File: config.mk
export PLATFORM = sky130hd
export DESIGN_NAME = cpf_status_flags
export DESIGN_NICKNAME = d
export VERILOG_FILES = /design/src/rtl/cpf_pkg.sv /design/src/rtl/cpf_alu_flags.sv /design/src/rtl/cpf_status_flags.sv
export SDC_FILE = /design/constraint.sdc
export NUM_CORES = 1
export LEC_CHECK = 0
export ABC_AREA = 1
export BUFFER_PORTS_ARGS = -buffer_cell sky130_fd_sc_hd__buf_2
export CORE_ASPECT_RATIO = 1.25
export CORE_MARGIN = 1
export CORE_UTILIZATION = 30
export CTS_CLUSTER_DIAMETER = 50
export CTS_CLUSTER_SIZE = 10
export DETAILED_ROUTE_END_ITERATION = 10
export PLACE_DENSITY = 0.51
export SLEW_MARGIN = 0
export SYNTH_ARGS = -nofsm -noshare
export SYNTH_HDL_FRONTEND = slang
export SYNTH_SLANG_ARGS = --single-unit
File: constraint.sdc
create_clock -name clock -period 2 [get_ports clock]
set_input_delay 0.4 -clock clock [delete_from_list [all_inputs] [get_ports clock]]
set_output_delay 0.4 -clock clock [all_outputs]
set_load 0.02 [all_outputs]
File: src/rtl/cpf_pkg.sv
// package for the processor flags block: address, bit positions, reset value, operation codes
// assumes one instruction-cycle clock shared by the datapath and the watchdog logic
package cpf_pkg;
    localparam logic [4:0] CPF_FLAGS_ADDR = 5'h03;
    localparam int CPF_BIT_CARRY = 0;
    localparam int CPF_BIT_NIBBLE = 1;
    localparam int CPF_BIT_ZERO = 2;
    localparam int CPF_BIT_SLEEP = 3;
    localparam int CPF_BIT_EXPIRY = 4;
    localparam int CPF_BIT_BANK_LO = 5;
    localparam int CPF_BIT_BANK_HI = 6;
    localparam int CPF_BIT_UPPER = 7;
    localparam logic [7:0] CPF_FLAGS_RESET = 8'h18;
    localparam int CPF_PAGE_ADDR_BITS = 9;
    localparam logic [8:0] CPF_PAGE_OFFSET_ZERO = 9'h000;

    typedef enum logic [3:0] {
        CPF_OP_NONE = 4'h0,
        CPF_OP_MOVE = 4'h1,
        CPF_OP_LOGIC = 4'h2,
        CPF_OP_ADD = 4'h3,
        CPF_OP_SUB = 4'h4,
        CPF_OP_ROT_LEFT = 4'h5,
        CPF_OP_ROT_RIGHT = 4'h6,
        CPF_OP_CLEAR = 4'h7,
        CPF_OP_KICK = 4'h8,
        CPF_OP_SLEEP = 4'h9
    } cpf_op_t;
endpackage

File: src/rtl/cpf_alu_flags.sv
// result and flag logic of one instruction: sum, difference, rotates, clear, pass-through
// assumes operands are stable for the cycle in which the instruction executes
`timescale 1ns/1ns
`default_nettype none
module cpf_alu_flags (
    input wire cpf_pkg::cpf_op_t op,
    input wire logic [7:0] fileVal,
    input wire logic [7:0] workVal,
    input wire logic [7:0] dataIn,
    input wire logic carryIn,
    output logic [7:0] res,
    output logic zeroOut,
    output logic nibbleOut,
    output logic carryOut,
    output logic affZero,
    output logic affNibble,
    output logic affCarry
);
    import cpf_pkg::*;

    logic [8:0] sum;
    logic [4:0] lowSum;
    logic [7:0] addend;
    logic addCin;

    always_comb begin
        // subtract is file plus inverted working plus one, so carry means no borrow
        addend = (op == CPF_OP_SUB) ? ~workVal : workVal;
        addCin = (op == CPF_OP_SUB);
        sum = {1'b0, fileVal} + {1'b0, addend} + {8'h00, addCin};
        lowSum = {1'b0, fileVal[3:0]} + {1'b0, addend[3:0]} + {4'h0, addCin};
        res = dataIn;
        nibbleOut = 1'b0;
        carryOut = carryIn;
        affZero = 1'b0;
        affNibble = 1'b0;
        affCarry = 1'b0;
        case (op)
            CPF_OP_ADD, CPF_OP_SUB: begin
                res = sum[7:0];
                nibbleOut = lowSum[4];
                carryOut = sum[8];
                affZero = 1'b1;
                affNibble = 1'b1;
                affCarry = 1'b1;
            end
            CPF_OP_ROT_LEFT: begin
                res = {fileVal[6:0], carryIn};
                carryOut = fileVal[7];
                affCarry = 1'b1;
            end
            CPF_OP_ROT_RIGHT: begin
                res = {carryIn, fileVal[7:1]};
                carryOut = fileVal[0];
                affCarry = 1'b1;
            end
            CPF_OP_LOGIC: begin
                affZero = 1'b1;
            end
            CPF_OP_CLEAR: begin
                res = 8'h00;
                affZero = 1'b1;
            end
            default: begin
                res = dataIn;
            end
        endcase
        zeroOut = (res == 8'h00);
    end
endmodule // cpf_alu_flags
`default_nettype wire

File: src/rtl/cpf_status_flags.sv
// processor flags register: arithmetic flags, reset-cause flags, program page preselect
// assumes execValid and watchdogExpire come from logic on the same instruction clock
`timescale 1ns/1ns
`default_nettype none
// What this block does
// - the flags register can be any instruction's destination like a file register
// - instructions updating zero, nibble or carry flags drop data writes to those bits
// - writes to watchdog expiry and sleep flags are ignored; only events change them
// - clearing the flags register zeroes bits 7:5 (upper bank and page bits), sets zero, keeps the rest
// - page bits 6:5 select one of four 512-word program pages, 00 lowest
// - expiry flag set at power-up, watchdog kick, sleep; cleared on watchdog expiry
// - nibble carry set on carry out of low nibble; for subtract set means no borrow
// - carry driven by add, subtract, rotate; subtract carry zero means borrow
module cpf_status_flags (
    input wire logic clock,
    input wire logic resetn,
    input wire logic execValid,
    input wire cpf_pkg::cpf_op_t execOp,
    input wire logic destIsFile,
    input wire logic [4:0] destAddr,
    input wire logic [7:0] fileVal,
    input wire logic [7:0] workVal,
    input wire logic [7:0] dataIn,
    input wire logic watchdogExpire,
    output logic [7:0] resultData,
    output logic resultValid,
    output logic [7:0] flagsRead,
    output logic [10:0] pageBase,
    output logic upper_bank_choice
);
    import cpf_pkg::*;

    logic [7:0] flags_q, flags_d;
    logic [7:0] result_q, result_d;
    logic valid_q, valid_d;
    logic [7:0] aluRes;
    logic zeroNew, nibbleNew, carryNew;
    logic affZero, affNibble, affCarry;
    logic hitFlags;

    cpf_alu_flags u_alu (
        .op(execOp),
        .fileVal(fileVal),
        .workVal(workVal),
        .dataIn(dataIn),
        .carryIn(flags_q[CPF_BIT_CARRY]),
        .res(aluRes),
        .zeroOut(zeroNew),
        .nibbleOut(nibbleNew),
        .carryOut(carryNew),
        .affZero(affZero),
        .affNibble(affNibble),
        .affCarry(affCarry)
    );

    // writes land here when the destination is the flags address
    assign hitFlags = execValid && destIsFile && (destAddr == CPF_FLAGS_ADDR);

    always_comb begin
        flags_d = flags_q;
        result_d = result_q;
        valid_d = 1'b0;
        if (execValid) begin
            result_d = aluRes;
            valid_d = (execOp != CPF_OP_NONE) && (execOp != CPF_OP_KICK) && (execOp != CPF_OP_SLEEP);
            if (hitFlags && valid_d) begin
                // upper-bank and page bits take the data like any file register
                flags_d[CPF_BIT_UPPER] = aluRes[CPF_BIT_UPPER];
                flags_d[CPF_BIT_BANK_HI] = aluRes[CPF_BIT_BANK_HI];
                flags_d[CPF_BIT_BANK_LO] = aluRes[CPF_BIT_BANK_LO];
                // data write to the low three is disabled for flag-affecting ops
                if (!(affZero || affNibble || affCarry)) begin
                    flags_d[CPF_BIT_ZERO] = aluRes[CPF_BIT_ZERO];
                    flags_d[CPF_BIT_NIBBLE] = aluRes[CPF_BIT_NIBBLE];
                    flags_d[CPF_BIT_CARRY] = aluRes[CPF_BIT_CARRY];
                end
                // expiry and sleep bits are never taken from data
            end
            if (affZero) begin
                flags_d[CPF_BIT_ZERO] = zeroNew;
            end
            if (affNibble) begin
                flags_d[CPF_BIT_NIBBLE] = nibbleNew;
            end
            if (affCarry) begin
                flags_d[CPF_BIT_CARRY] = carryNew;
            end
            if (execOp == CPF_OP_KICK) begin
                flags_d[CPF_BIT_EXPIRY] = 1'b1;
                flags_d[CPF_BIT_SLEEP] = 1'b1;
            end
            if (execOp == CPF_OP_SLEEP) begin
                flags_d[CPF_BIT_EXPIRY] = 1'b1;
                flags_d[CPF_BIT_SLEEP] = 1'b0;
            end
        end
        // an expiry in the same cycle as a kick or sleep wins
        if (watchdogExpire) begin
            flags_d[CPF_BIT_EXPIRY] = 1'b0;
        end
    end

    always_ff @(posedge clock or negedge resetn) begin
        if (!resetn) begin
            flags_q <= CPF_FLAGS_RESET;
            result_q <= 8'h00;
            valid_q <= 1'b0;
        end else begin
            flags_q <= flags_d;
            result_q <= result_d;
            valid_q <= valid_d;
        end
    end

    assign flagsRead = flags_q;
    assign resultData = result_q;
    assign resultValid = valid_q;
    assign upper_bank_choice = flags_q[CPF_BIT_UPPER];
    // page code picks a 512-word page: base address is code times 512
    assign pageBase = {flags_q[CPF_BIT_BANK_HI], flags_q[CPF_BIT_BANK_LO], CPF_PAGE_OFFSET_ZERO};

    logic hitPast;
    assign hitPast = hitFlags;
endmodule // cpf_status_flags
`default_nettype wire

==> results.txt <==
* Fraction of registers with async set/reset: 100.0%
- The most numerous cell type found on the critical path is sky130_fd_sc_hd__nand3_2.
- Type of the worst setup path: in -> reg
- In this run the static leakage power is between 1 and 1.5 nW.
* Ant. Diodes: 0
* Slew HR: 64.60%
- In this run the mean area of a mapped cell was slightly below 7 um^2.
- Yosys printed 0 warnings.
- Number of antenna violations at the first check in global routing: 0
- Post-synthesis share of cell area spent on and, or, nand and nor gates: about a third
* Minimum clock period after layout: about 2.2 ns
- The first global-routing pass estimated slightly above 7000 um of wire.
* Fraction of the mapped netlist area in adder cells: 8.024%
* Crit start category: input pin
- Maximum net fanout on the critical path: 6
- In the final timing run, aggregate negative setup slack is -1.273 ns.
- Clock Tree Buf Depth: 2
- Number of violations of the max-capacitance limit: 0
- Count of vias placed by the detailed router: ~1800
* Violation count after the first detailed-route iteration: 59
- The tree is rooted in a sky130_fd_sc_hd__clkbuf_8.
- The final count of hold timing violations was 0.
- Clock skew: between 0.0015 and 0.002 ns
* Total of hold buffers inserted after clock tree synthesis: 0
- Following the worst setup path forward leads to its endpoint at flagsRead[2].
* RSZ-0062 raised after global routing: true
- Clock latency on the worst-skew pair, taken at its later pin, is about 0.24 ns.
- The final reports fail on negative setup slack.
- At the pin with the least slew margin, the transition time is 0.5294 ns.
* Layout cell share with drive strength beyond 1: slightly below 50%
- The clock net in this run drives a total of 17 sinks.
- Setup violations remaining at the end of the flow were counted as 9.
* Count of input and output buffers: 57
- The worst register-to-register path ends at flagsRead[2].
- Counting buffers and inverters, the worst setup path is 17 cells deep.
- Entering global routing, the biggest net connects 18 pins.
- For this run, design rule violations remaining after detail routing come to 0.
- WP buf/inv: 4
* Pwr/cell area: 526.0 nW/um^2
- Logic depth of the worst register-to-register path: 11
* Post-detailed-placement half-perimeter wirelength: approximately 3700 um
- The largest single stage delay on the critical path is between 0.3 and 0.4 ns.
- Floorplan row count: 29
* Fin worst setup slack: -0.2409 ns
* Max VDD drop: 182.0 uV
- From bottom edge to top edge, the die measures ~85 um.
* Number of H-tree branching levels: 1
* Startpoint of the most critical register-to-register path: flagsRead[0]
- STA classifies the critical path endpoint as a flop.
- Global routing finished with a remaining overflow of 0.
- The critical path starts at execOp[2].
* Critical path arrival: between 2 and 2.5 ns
* CP cell instances: buf_12 -> inv_12 -> nor2_4 -> nand2_8 -> buf_6 -> buf_6 -> xnor2_4 -> ha_4 -> nand2_4 -> or2_4 -> nand3_2 -> nand2_2 -> nand3_2 -> a21boi_2 -> nor2_1 -> nand3_2 -> a21oi_2
- Pre-Repair DR Iteration Count: 4
- Placed instance count: ~380
- For this run, the total global-route usage over all layers was measured as around 16%.
- Register bit total from synthesis: 17
* Portion of netlist area occupied by mux cells: 0.6813%
- Fraction of the cycle the final worst path needs: 112.0%
* Post-synthesis instance total: roughly 240
- Final layout net count: between 300 and 400
- Post-detailed-routing wire length: ~4600 um
- Clock-pin slew on the worst setup and hold paths: around 0.060 ns
* Floorplan die area: around 5800 um^2
* Die span in x: approximately 68 um
- The mapped netlist covers ~1700 um^2.
* Ports placed on the boundary: 67
* Floorplan core area: about 5200 um^2
* Final cell count without fillers: between 300 and 400
- TritonCTS clock tree: yes
- Final max-slew violation count: 0
* Complex-gate fraction of the synthesized area: 15.29%
- Yosys mapped a number of flops with a built-in enable equal to 0.
- Clock tree synthesis inserted a total of 3 buffers.
- From synthesis to final layout, the design area changed by 55.64%.
* Post-DR vias/cell: 4.644
- Critical path required time: ~2.2 ns
- Number of fill cells: between 500 and 600
- Starting utilization of the core area: 31.85%
- Yosys mapped the design onto 39 distinct sky130hd cell types.
* Commonest register cell after synthesis: sky130_fd_sc_hd__dfrtp_1
- Static timing analysis puts the maximum clock frequency at approximately 450 MHz.
- Average wire per cell in the routed design: ~12 um
* Result of the run: finished, violations left
- Cell family with the largest share of critical-path delay: simple AND/OR/NAND/NOR gates
* Combinational family with the most area after synthesis: simple AND/OR/NAND/NOR gates
- Worst hold path class: in -> async
* Vias in the first global route: ~1700
- Highest-delay cell along the critical path: sky130_fd_sc_hd__ha_4
- For this run, the register share of the synthesized area comes to 25.89%.
* Final ANT Viol Nets: 0
- In this run the register-to-register setup slack is ~0.56 ns.
- Final weighted congestion in routability-driven placement: slightly below 0.9
- Of the total synthesized cell area, the portion taken by XOR and XNOR cells is around 4.2%.
-- power breakdown --
group / internal (mW) / leakage [nW] / switching [mW]
clock network: 0.141 / 0.0228 / 0.104
registers: 0.399 / 0.205 / 0.0289
logic: 0.300 / 1.14 / 0.380
-- layout make-up --
cell class	instances	area (um^2)	share of cell area, %
clock buffer	4	45.04	1.751
sequential	17	427.9	16.63
inverter	31	128.9	5.010
tap	62	77.57	3.016
multi-input combinational	186	1276	49.61
timing repair buffer	96	616.8	23.98
-- what timing repair did --
action                     in CTS  in global routing
pin swaps                      18                 31
setup endpoints to repair       9                  9
resized for setup              24                 35
setup buffers                   5                  3
cloned                          0                  0
-- flip-flops by register name (all words and copies together) (netlist names) --
signal / flops
flagsRead: 8
resultData: 8
resultValid: 1
-- metrics by stage --
step	setup WS [ns]	utilization, %	cell area, um^2	hold WS (ns)	total power [mW]
final	-0.2409	49.58	2572	0.06319	1.353
after detailed placement	-0.6248	42.68	2215	0.3424	1.009
after floorplan	-0.3015	-	1739	0.1044	0.8073
after CTS	-0.2557	45.72	2372	0.07361	1.293
after global placement	-0.5776	42.68	2215	0.3412	1.004
after global routing	-0.3849	49.58	2572	0.09352	1.455
-- how the worst min path moves through the flow --
stage           start             to  slack (ns)  cells past startpoint
3_3_place_gp   resetn    resultValid        0.34                      1
5_1_grt        resetn    resultValid        0.09                      1
2_1_floorplan  resetn   flagsRead[0]        0.10                      0
3_5_place_dp   resetn  resultData[1]        0.34                      1
4_1_cts        resetn    resultValid        0.07                      1
6_report       resetn    resultValid        0.06                      1
-- logic make-up after synthesis --
kind of cell | count (synthesis)
DFF | 17
xor gates and xnor gates | 8
AOI/OAI and AO/OA | 40
muxes | 1
adders and majority gates | 10
buffers and inverters | 47
other | 1
and+or+nand+nor | 118
-- layout by cell type (no fill, tap or decap), types with 3 or more instances in the layout --
cell type                  synthesis  final
sky130_fd_sc_hd__a21boi_2          0      3
sky130_fd_sc_hd__a21oi_1          10      6
sky130_fd_sc_hd__a21oi_2           2      5
sky130_fd_sc_hd__a221oi_1          3      3
sky130_fd_sc_hd__a31oi_1           3      3
sky130_fd_sc_hd__buf_2             0     54
sky130_fd_sc_hd__buf_4            13     36
sky130_fd_sc_hd__buf_6             1      5
sky130_fd_sc_hd__clkbuf_8          0      3
sky130_fd_sc_hd__conb_1            1      9
sky130_fd_sc_hd__dfrtp_1          15     15
sky130_fd_sc_hd__ha_1              9      5
sky130_fd_sc_hd__ha_4              0      3
sky130_fd_sc_hd__inv_1            25     23
sky130_fd_sc_hd__inv_2             6      7
sky130_fd_sc_hd__nand2_1          66     59
sky130_fd_sc_hd__nand2_2           2      8
sky130_fd_sc_hd__nand3_1          16     13
sky130_fd_sc_hd__nand3_2           0      3
sky130_fd_sc_hd__nor2_1           17     14
sky130_fd_sc_hd__nor2_2            3      5
sky130_fd_sc_hd__o21ai_1           3      6
sky130_fd_sc_hd__o21ai_2           0      4
sky130_fd_sc_hd__xnor2_2           0      3
sky130_fd_sc_hd__xnor2_4           0      3
-- synthesized netlist by cell type, types with 2 or more instances --
library cell,instances,share of area (%)
sky130_fd_sc_hd__nand2_1,66,15
sky130_fd_sc_hd__inv_1,25,5.7
sky130_fd_sc_hd__nor2_1,17,3.9
sky130_fd_sc_hd__nand3_1,16,4.8
sky130_fd_sc_hd__dfrtp_1,15,23
sky130_fd_sc_hd__buf_4,13,5.9
sky130_fd_sc_hd__a21oi_1,10,3.0
sky130_fd_sc_hd__ha_1,9,6.8
sky130_fd_sc_hd__o21ai_0,9,2.7
sky130_fd_sc_hd__xnor2_1,8,4.2
sky130_fd_sc_hd__inv_2,6,1.4
sky130_fd_sc_hd__a21boi_1,3,1.4
sky130_fd_sc_hd__a221oi_1,3,1.6
sky130_fd_sc_hd__a31oi_1,3,1.1
sky130_fd_sc_hd__nor2_2,3,1.1
sky130_fd_sc_hd__o21ai_1,3,0.91
sky130_fd_sc_hd__or2_2,3,1.1
sky130_fd_sc_hd__a21oi_2,2,1.1
sky130_fd_sc_hd__clkbuf_1,2,0.45
sky130_fd_sc_hd__dfstp_2,2,3.2
sky130_fd_sc_hd__nand2_2,2,0.76
sky130_fd_sc_hd__nand3b_1,2,0.91
sky130_fd_sc_hd__nand4_1,2,0.76
sky130_fd_sc_hd__nor4_1,2,0.76
sky130_fd_sc_hd__o211ai_1,2,0.91
-- layer usage --
metal	GRT usage [%]	share of wire (%)
met3	0.8065	2.9
met5	0	0
met4	7.386	2.5
met2	27.90	54
met1	19.34	41
No activity file was read; power rests on OpenSTA's default activity.
